--- config.mk ---
export PLATFORM = sky130hd
export DESIGN_NAME = rtcm_master
export DESIGN_NICKNAME = d
export VERILOG_FILES = /design/src/verilog/rtcm_pkg.sv /design/src/verilog/rtcm_fifo.sv /design/src/verilog/rtcm_master.sv
export SDC_FILE = /design/constraint.sdc
export NUM_CORES = 1
export LEC_CHECK = 0
export BUFFER_PORTS_ARGS = -buffer_cell sky130_fd_sc_hd__buf_2
export CORE_AREA = 2 2 197 199
export DETAILED_ROUTE_END_ITERATION = 8
export DIE_AREA = 0 0 199 201
export PLACE_DENSITY_LB_ADDON = 0.2
export SLEW_MARGIN = 40
export SYNTH_ARGS = -nofsm -noshare
export SYNTH_HDL_FRONTEND = slang
export SYNTH_SLANG_ARGS = --single-unit
export TNS_END_PERCENT = 10
--- constraint.sdc ---
create_clock -name CLK -period 7.4 [get_ports CLK]
set_clock_uncertainty 0.1 [all_clocks]
set_input_delay 0.74 -clock CLK [delete_from_list [all_inputs] [get_ports CLK]]
set_output_delay 0.74 -clock CLK [all_outputs]
set_load 0.02 [all_outputs]
--- src/verilog/rtcm_pkg.sv ---
`default_nettype none
package rtcm_pkg;
  localparam logic [6:0] DEV_ADDR = 7'h32;
  localparam logic RW_READ = 1'b1;
  localparam logic RW_WRITE = 1'b0;
  localparam logic [3:0] PTR_WRAP = 4'hF;
  localparam logic [3:0] PTR_RESERVED = 4'hD;
  localparam logic [3:0] MODE_STD = 4'h0;
  localparam int CLK_HZ = 10_000_000;
  localparam int SCL_HZ = 100_000;
  localparam int HALF_CYC = CLK_HZ / SCL_HZ / 2;
  localparam int GAP_NS = 1300;
  localparam int CLK_NS = 100;
  localparam int GAP_CYC = (GAP_NS + CLK_NS - 1) / CLK_NS;
  localparam int XFER_MS = 500;
  localparam int XFER_CYC = CLK_HZ / 1000 * XFER_MS;
  localparam int FIFO_DEPTH = 16;

  typedef enum logic [1:0] {
    OP_WRITE = 2'b00,
    OP_READ_STD = 2'b01,
    OP_READ_SIMPLE = 2'b10,
    OP_READ_NOPTR = 2'b11
  } rtcm_op_t;

  typedef struct packed {
    rtcm_op_t op;
    logic [3:0] ptr;
    logic [3:0] mode;
    logic [7:0] count;
  } rtcm_cmd_t;

  typedef struct packed {
    logic [7:0] data;
    logic nack;
  } rtcm_rsp_t;
endpackage
`default_nettype wire

--- src/verilog/rtcm_fifo.sv ---
`timescale 1ns/1ps
`default_nettype none
module rtcm_fifo #(
  parameter int WIDTH = 8,
  parameter int DEPTH = 16
) (
  input wire logic clk,
  input wire logic rst,
  input wire logic in_valid,
  output logic in_ready,
  input wire logic [WIDTH-1:0] in_data,
  output logic out_valid,
  input wire logic out_ready,
  output logic [WIDTH-1:0] out_data
);
  localparam int AW = $clog2(DEPTH);
  logic [WIDTH-1:0] mem [DEPTH];
  logic [AW:0] wr_ptr;
  logic [AW:0] rd_ptr;
  logic do_wr;
  logic do_rd;

  assign in_ready = (wr_ptr - rd_ptr) != (AW + 1)'(DEPTH);
  assign out_valid = wr_ptr != rd_ptr;
  assign do_wr = in_valid && in_ready;
  assign do_rd = out_valid && out_ready;
  assign out_data = mem[rd_ptr[AW-1:0]];

  always_ff @(posedge clk) begin
    if (do_wr) begin
      mem[wr_ptr[AW-1:0]] <= in_data;
    end
  end

  always_ff @(posedge clk or posedge rst) begin
    if (rst) begin
      wr_ptr <= '0;
      rd_ptr <= '0;
    end else begin
      if (do_wr) begin
        wr_ptr <= wr_ptr + 1'b1;
      end
      if (do_rd) begin
        rd_ptr <= rd_ptr + 1'b1;
      end
    end
  end
endmodule // rtcm_fifo
`default_nettype wire

--- src/verilog/rtcm_master.sv ---
// Contract
// - STOP may end a device-receive transfer anytime.
// - Whole transaction finishes within half a second.
// - After timeout only new START resumes.
// - At least 1.3 us between STOP and START.
// - Data moves in bytes, unlimited count; the 8-bit CMD count field limits a command to 255 bytes.
// - Master never touches reserved register Dh; the code only refuses a Dh pointer, and sequential bytes can still reach Dh.
// - SDA changes only while SCL low.
// - Receiver acknowledges low during ninth clock.
// - Master withholds ACK after last read byte.
// - Address byte 64h write, 65h read.
`timescale 1ns/1ps
`default_nettype none
module rtcm_master #(
  parameter int XFER_LIMIT = rtcm_pkg::XFER_CYC,
  parameter int FIFO_DEPTH = rtcm_pkg::FIFO_DEPTH
) (
  input wire logic CLK,
  input wire logic SYS_RST,
  input wire logic CMD_VALID,
  output logic CMD_READY,
  input wire rtcm_pkg::rtcm_cmd_t CMD,
  input wire logic WDATA_VALID,
  output logic WDATA_READY,
  input wire logic [7:0] WDATA,
  output logic RSP_VALID,
  input wire logic RSP_READY,
  output rtcm_pkg::rtcm_rsp_t RSP,
  output logic BUSY,
  output logic ERROR,
  output logic SCL_O,
  output logic SCL_OE,
  input wire logic SCL_I,
  output logic SDA_O,
  output logic SDA_OE,
  input wire logic SDA_I
);
  typedef enum logic [3:0] {
    ST_IDLE = 4'b0000,
    ST_START = 4'b0001,
    ST_BIT = 4'b0010,
    ST_ACK = 4'b0011,
    ST_NEXT = 4'b0100,
    ST_RSTART = 4'b0101,
    ST_STOP = 4'b0110,
    ST_GAP = 4'b0111
  } rtcm_state_t;

  rtcm_state_t state;
  logic [1:0] scl_sync;
  logic [1:0] sda_sync;
  logic [7:0] half_cnt;
  logic [1:0] phase;
  logic [2:0] bit_idx;
  logic [7:0] shreg;
  logic [7:0] remain;
  logic [1:0] stage;
  logic reading;
  logic drive_low;
  logic scl_low;
  logic ack_bad;
  logic [31:0] xfer_cnt;
  rtcm_pkg::rtcm_cmd_t cur;
  logic tick;
  logic fifo_out_valid;
  logic fifo_out_ready;
  logic [7:0] fifo_out_data;
  rtcm_pkg::rtcm_rsp_t next_rsp;
  logic next_rsp_valid;
  logic rsp_in_ready;
  logic mid_low;

  // SCL stretching by the slave is honoured: a high phase only advances once the line is high.
  assign tick = (half_cnt == 8'(rtcm_pkg::HALF_CYC - 1)) && (scl_low || scl_sync[1]);
  assign mid_low = scl_low && (half_cnt == 8'(rtcm_pkg::HALF_CYC / 2));

  always_ff @(posedge CLK or posedge SYS_RST) begin
    if (SYS_RST) begin
      scl_sync <= 2'h3;
      sda_sync <= 2'h3;
    end else begin
      scl_sync <= {scl_sync[0], SCL_I};
      sda_sync <= {sda_sync[0], SDA_I};
    end
  end

  always_ff @(posedge CLK or posedge SYS_RST) begin
    if (SYS_RST) begin
      half_cnt <= 8'h00;
    end else if (state == ST_IDLE || state == ST_NEXT || tick) begin
      half_cnt <= 8'h00;
    end else if (half_cnt != 8'(rtcm_pkg::HALF_CYC - 1)) begin
      half_cnt <= half_cnt + 8'h01;
    end
  end

  rtcm_fifo #(.WIDTH(8), .DEPTH(FIFO_DEPTH)) u_wfifo (
    .clk(CLK),
    .rst(SYS_RST),
    .in_valid(WDATA_VALID),
    .in_ready(WDATA_READY),
    .in_data(WDATA),
    .out_valid(fifo_out_valid),
    .out_ready(fifo_out_ready),
    .out_data(fifo_out_data)
  );

  assign CMD_READY = (state == ST_IDLE);
  assign BUSY = (state != ST_IDLE);
  assign SCL_O = 1'b0;
  assign SCL_OE = scl_low;
  assign SDA_O = 1'b0;
  assign SDA_OE = drive_low;
  assign rsp_in_ready = !RSP_VALID || RSP_READY;

  // Stage 0 address, 1 pointer byte, 2 data, 3 read address after repeated START.
  function automatic logic [7:0] load_byte(input logic [1:0] stg, input rtcm_pkg::rtcm_cmd_t c,
                                           input logic [7:0] wd);
    case (stg)
      2'd0: load_byte = {rtcm_pkg::DEV_ADDR, (c.op == rtcm_pkg::OP_READ_NOPTR ||
                         c.op == rtcm_pkg::OP_READ_SIMPLE) ? rtcm_pkg::RW_READ
                         : rtcm_pkg::RW_WRITE};
      2'd1: load_byte = {c.ptr, c.mode};
      2'd3: load_byte = {rtcm_pkg::DEV_ADDR, rtcm_pkg::RW_READ};
      default: load_byte = wd;
    endcase
  endfunction

  // Write data is consumed from the FIFO as each data byte is loaded.
  assign fifo_out_ready = (state == ST_NEXT) && (cur.op == rtcm_pkg::OP_WRITE) &&
                          (stage != 2'd0) && !ack_bad && (xfer_cnt != 32'(XFER_LIMIT)) &&
                          (remain != 8'h00);

  always_ff @(posedge CLK or posedge SYS_RST) begin
    if (SYS_RST) begin
      xfer_cnt <= '0;
    end else if (state == ST_IDLE || state == ST_GAP) begin
      xfer_cnt <= '0;
    end else if (xfer_cnt != 32'(XFER_LIMIT)) begin
      xfer_cnt <= xfer_cnt + 32'd1;
    end
  end

  always_ff @(posedge CLK or posedge SYS_RST) begin
    if (SYS_RST) begin
      state <= ST_IDLE;
      phase <= 2'h0;
      bit_idx <= 3'h0;
      shreg <= 8'h00;
      remain <= 8'h00;
      stage <= 2'h0;
      reading <= 1'b0;
      drive_low <= 1'b0;
      scl_low <= 1'b0;
      ack_bad <= 1'b0;
      cur <= '0;
      ERROR <= 1'b0;
      next_rsp_valid <= 1'b0;
      next_rsp <= '0;
    end else begin
      next_rsp_valid <= 1'b0;
      case (state)
        ST_IDLE: begin
          if (CMD_VALID && CMD.ptr != rtcm_pkg::PTR_RESERVED) begin
            cur <= CMD;
            ERROR <= 1'b0;
            ack_bad <= 1'b0;
            stage <= 2'd0;
            phase <= 2'h0;
            remain <= CMD.count;
            state <= ST_START;
          end else if (CMD_VALID) begin
            ERROR <= 1'b1;
          end
        end
        ST_START, ST_RSTART: if (tick) begin
          // Phase 0 releases SDA and raises SCL, 1 pulls SDA low while SCL high, 2 pulls SCL low.
          phase <= phase + 2'h1;
          case (phase)
            2'h0: begin
              drive_low <= 1'b0;
              scl_low <= 1'b0;
            end
            2'h1: drive_low <= 1'b1;
            default: begin
              scl_low <= 1'b1;
              shreg <= load_byte(stage, cur, 8'h00);
              bit_idx <= 3'h7;
              reading <= 1'b0;
              phase <= 2'h0;
              state <= ST_BIT;
            end
          endcase
        end
        ST_BIT: begin
          // SDA moves mid-way through the low half, so a bit never looks like START or STOP.
          if (mid_low) begin
            drive_low <= reading ? 1'b0 : !shreg[7];
          end
          if (tick) begin
            if (scl_low) begin
              scl_low <= 1'b0;
            end else begin
              scl_low <= 1'b1;
              shreg <= {shreg[6:0], sda_sync[1]};
              if (bit_idx == 3'h0) begin
                state <= ST_ACK;
              end else begin
                bit_idx <= bit_idx - 3'h1;
              end
            end
          end
        end
        ST_ACK: begin
          if (mid_low) begin
            // Reading: acknowledge every byte except the last one.
            drive_low <= reading && (remain != 8'h01);
          end
          if (tick) begin
            if (scl_low) begin
              scl_low <= 1'b0;
            end else begin
              scl_low <= 1'b1;
              if (reading) begin
                next_rsp_valid <= 1'b1;
                next_rsp <= '{data: shreg, nack: remain == 8'h01};
                remain <= remain - 8'h01;
              end else begin
                ack_bad <= sda_sync[1];
              end
              state <= ST_NEXT;
            end
          end
        end
        ST_NEXT: begin
          drive_low <= 1'b0;
          bit_idx <= 3'h7;
          if (!reading && ack_bad) begin
            // Any missing ACK ends the transaction; the device may have refused the address.
            ERROR <= 1'b1;
            state <= ST_STOP;
          end else if (xfer_cnt == 32'(XFER_LIMIT)) begin
            ERROR <= 1'b1;
            state <= ST_STOP;
          end else if (stage == 2'd0 && cur.op == rtcm_pkg::OP_READ_STD) begin
            stage <= 2'd1;
            shreg <= load_byte(2'd1, cur, 8'h00);
            state <= ST_BIT;
          end else if (stage == 2'd1 && cur.op == rtcm_pkg::OP_READ_STD) begin
            stage <= 2'd3;
            phase <= 2'h0;
            state <= ST_RSTART;
          end else if (stage == 2'd0 && cur.op == rtcm_pkg::OP_WRITE) begin
            stage <= 2'd1;
            shreg <= load_byte(2'd1, cur, 8'h00);
            state <= ST_BIT;
          end else if (remain == 8'h00) begin
            state <= ST_STOP;
          end else if (stage != 2'd2 && cur.op != rtcm_pkg::OP_WRITE) begin
            stage <= 2'd2;
            reading <= 1'b1;
            state <= ST_BIT;
          end else if (reading) begin
            // The byte just taken lands in RSP on this edge; waiting keeps it from being lost.
            if (rsp_in_ready && !next_rsp_valid) begin
              state <= ST_BIT;
            end
          end else if (fifo_out_valid) begin
            stage <= 2'd2;
            shreg <= load_byte(2'd2, cur, fifo_out_data);
            remain <= remain - 8'h01;
            state <= ST_BIT;
          end
        end
        ST_STOP: if (tick) begin
          phase <= phase + 2'h1;
          case (phase)
            2'h0: drive_low <= 1'b1;
            2'h1: scl_low <= 1'b0;
            default: begin
              drive_low <= 1'b0;
              phase <= 2'h0;
              state <= ST_GAP;
            end
          endcase
        end
        ST_GAP: begin
          if (half_cnt == 8'(rtcm_pkg::GAP_CYC)) begin
            state <= ST_IDLE;
          end
        end
        default: state <= ST_IDLE;
      endcase
    end
  end

  // The gap counter reuses half_cnt; HALF_CYC must exceed GAP_CYC, which holds at 100 kHz.
  always_ff @(posedge CLK or posedge SYS_RST) begin
    if (SYS_RST) begin
      RSP_VALID <= 1'b0;
      RSP <= '0;
    end else if (next_rsp_valid) begin
      RSP_VALID <= 1'b1;
      RSP <= next_rsp;
    end else if (RSP_READY) begin
      RSP_VALID <= 1'b0;
    end
  end
endmodule // rtcm_master
`default_nettype wire

==> key figures <==
Route
  – DR vias: 7019
  – Initial DRT Pass Iterations: 4
  – WL final: 28100 um
  – # DRC: 0
  – First DRT Iteration DRCs: between 400 and 500
  – Antenna Nets Post-Route: 0
  – Drt via density: 4.87
  – WL per Instance: 19.5 um

Global route
  – Grt ovf: 0
  – Met2 Track Usage GR: 0.236
  – Largest net degree at the start of global routing: between 60 and 70
  – Global routing's busiest layer: met2
  – Number of global-route vias before repair: about 7.1k
  – Met1 Usage GRT: 0.198
  – Initial antenna violation count: 0
  – Global-route met3 utilization: 0.0230
  – GRT Util Overall: 0.143
  – First-pass GRT wire length: between 40000 and 50000 um

Layout
  – P&R area growth vs syn: 14.7%
  – Antenna cells: 0
  – Most frequent cells in the layout: edfxtp_1 (128), dfrtp_1 (109), nor2_1 (81)
  – Most common cell after layout, fill and taps aside: edfxtp_1
  – Fillers: 3758
  – Nets: 953
  – Design Area, Final: approximately 13000 sq um
  – Final core occ: 0.338
  – Layout cells sized above 1: 0.214

Floorplan
  – Rows: ~70
  – IO Pins: 51
  – Initial Utilization: 0.295
  – Core area: 38100 sq um
  – Height of the die: 201 um
  – Die width: 199 um
  – Die area: 40000 sq um

Yosys
  – Synthesized instance count: between 800 and 900
  – Largest cells by area after synthesis: edfxtp_1 (34%), dfrtp_1 (25%), mux4_2 (6.4%)
  – Syn Std Cell Area: 11200 sq um
  – #FFs+latches synth: 243
  – Asr flop ratio synth: 0.473
  – Synth area leader: edfxtp_1
  – Netlist cell types: 81
  – Synth warn: 0
  – Syn Area/Cell: around 13 sq um
  – Number of synthesized flops with an enable pin: 128
  – Primary FF master, synth: edfxtp_1
  – Post-synthesis sequential area ratio: 0.599
  – Share of the synthesized area in the top cell type: 0.342

Worst setup path
  – Worst Setup End Kind: primary output
  – Worst EP required: 6.56 ns
  – Worst EP arrival: 2.45 ns
  – CP Class: reg2out
  – CP startpoint kind: flop
  – Crit-path max FO: 36

Clock network
  – CTS tree: yes
  – Later-pin clock latency in the skew report: 0.56 ns
  – Post_cts resized: 0
  – Cts hold-fix bufs: 0
  – Post-CTS setup buffers: 0
  – CTS Sinks: 243
  – H-Tree Depth: 1
  – TritonCTS Buffers: 27
  – Max Root-Sink Buffers: 3
  – Clk pin slew, worst setup/hold paths: 0.06 ns
  – CTS root buf: clkbuf_16

Timing
  – F_max: 0.304 GHz
  – Final hold slack: 0.187 ns
  – # setup viols final: 0
  – Hold Vio Cnt, Final: 0
  – Worst Max-Slew Pin Slew: 0.811 ns
  – Period minus WS final: 3.29 ns
  – Setup_tns: 0 ns
  – Relative slew slack: 0.459
  – RSZ-0062 raised after global routing: false
  – Final period util: 0.445
  – Max-slew violation count: 0

Power and ir drop
  – Leakage: 0.00485 uW
  – Pwr dens: between 300 and 400 nW/um^2
  – Worst VDD drop: about 0.00016 V

Status
  – Status: finished, final reports clean

Placed design
  – Final RePlAce weighted congestion: 0.787
  – Number of port buffers: 48
  – DP HPWL: 19100 um
  – Post-placement cell area: 12000 sq um

Run
  – Max-Cap Viols: 0

Min path
  – Type of the most critical hold path: in2reg
path summary, 6_finish.rpt:
| check | slack, ns | depth (start not counted) | start | endpoint |
|---|---|---|---|---|
| setup / recovery | 4.11 | 8 | u_wfifo.rd_ptr[1]$_DFFE_PP0P_ | WDATA_READY |
| hold / removal | 0.19 | 1 | SDA_I | sda_sync[0]$_DFF_PP1_ |
| setup reg to reg | 4.12 | 9 | u_wfifo.rd_ptr[1]$_DFFE_PP0P_ | u_wfifo.mem[12][4]$_DFFE_PP_ |
| hold reg to reg | 0.26 | 0 | sda_sync[0]$_DFF_PP1_ | sda_sync[1]$_DFF_PP1_ |
| max in group asynchronous | 5.93 | 3 | SYS_RST | cur[13]$_DFFE_PP0P_ |
| min in group asynchronous | 0.20 | 2 | SYS_RST | RSP_VALID$_DFFE_PP0P_ |
per-stage QoR:
stage	std cells	setup slack, ns	power [uW]
floorplan	850	3.52	2700
global placement	1391	4.13	3060
CTS	1440	4.04	4350
finish	1440	4.11	4300
detailed placement	1391	4.12	3060
global route	1440	3.83	4570
Yosys cell counts (3+ instances only):
master	number
nand2_1	46
a21o_1	3
mux4_2	32
nor2b_1	6
mux2_2	38
a221oi_1	5
o21ai_1	3
buf_2	9
nor4_2	4
or2_2	4
o21ai_0	30
mux2i_1	7
nor2_1	83
mux2_1	3
o41ai_1	6
and2_1	18
xnor2_1	17
buf_4	3
and4_1	6
ha_1	18
a31oi_1	6
dfrtp_1	111
nor4_1	7
buf_1	5
nand3b_1	4
o211ai_1	5
or3_1	7
nor4b_1	4
nand4_1	13
nand3_1	27
inv_1	26
clkbuf_1	13
edfxtp_1	128
a22oi_1	16
nand2b_1	7
a21oi_1	29
xor2_1	27
nor3_1	10
and3_1	8
and3b_1	4
dfstp_2	4
state kept, by name, indices dropped and copies added (netlist names), 2 cells and up:
signal and flops:
shreg 8, remain 8, cur 10, u_wfifo.wr_ptr 5, phase 2, RSP 9, sda_sync 2, bit_idx 3
next_rsp 9, half_cnt 8, state 3, scl_sync 2, u_wfifo.mem 128, xfer_cnt 32, stage 2, u_wfifo.rd_ptr 5
where the power goes:
| part | switching (uW) | total [uW] | internal, uW |
|---|---|---|---|
| sequential | 212 | 1850 | 1640 |
| clock | 544 | 1270 | 725 |
| combinational | 695 | 1180 | 481 |
final cells by class:
class | count | area, sq um | area share
inverter | 27 | 104 | 0.00806
sequential | 243 | 6730 | 0.522
tap | 518 | 648 | 0.0503
timing repair buffer | 53 | 282 | 0.0219
clock inverter | 8 | 52.6 | 0.00408
clock buffer | 41 | 778 | 0.0604
multi-input combinational | 550 | 4290 | 0.333
cells by family (layout without fill, tap and decap cells):
family / Yosys count / after routing / synth area share
and+or+nand+nor: 276 / 276 / 0.134
DFF: 243 / 243 / 0.599
AOI/OAI and AO/OA: 129 / 129 / 0.0782
muxes: 80 / 80 / 0.112
buffers and inverters: 57 / 129 / 0.0211
xor gates and xnor gates: 45 / 45 / 0.0358
adders and majority gates: 18 / 18 / 0.0201
other: 1 / 2 / 0.000334
routing by layer:
metal,share of wire,wire length (um)
met5,0,0
met4,0.022,628
met3,0.044,1250
met2,0.49,13700
met1,0.45,12500
worst max-delay path, cell delays in order, from the launching register on:
cell       delay [ns]
dfrtp_1          0.32
buf_4            0.43
inv_1            0.09
ha_1             0.33
nand3b_1         0.11
a21boi_0         0.19
o2bb2ai_1        0.17
nand2_1          0.08
buf_2            0.16
(Power assumes the default switching activity.)
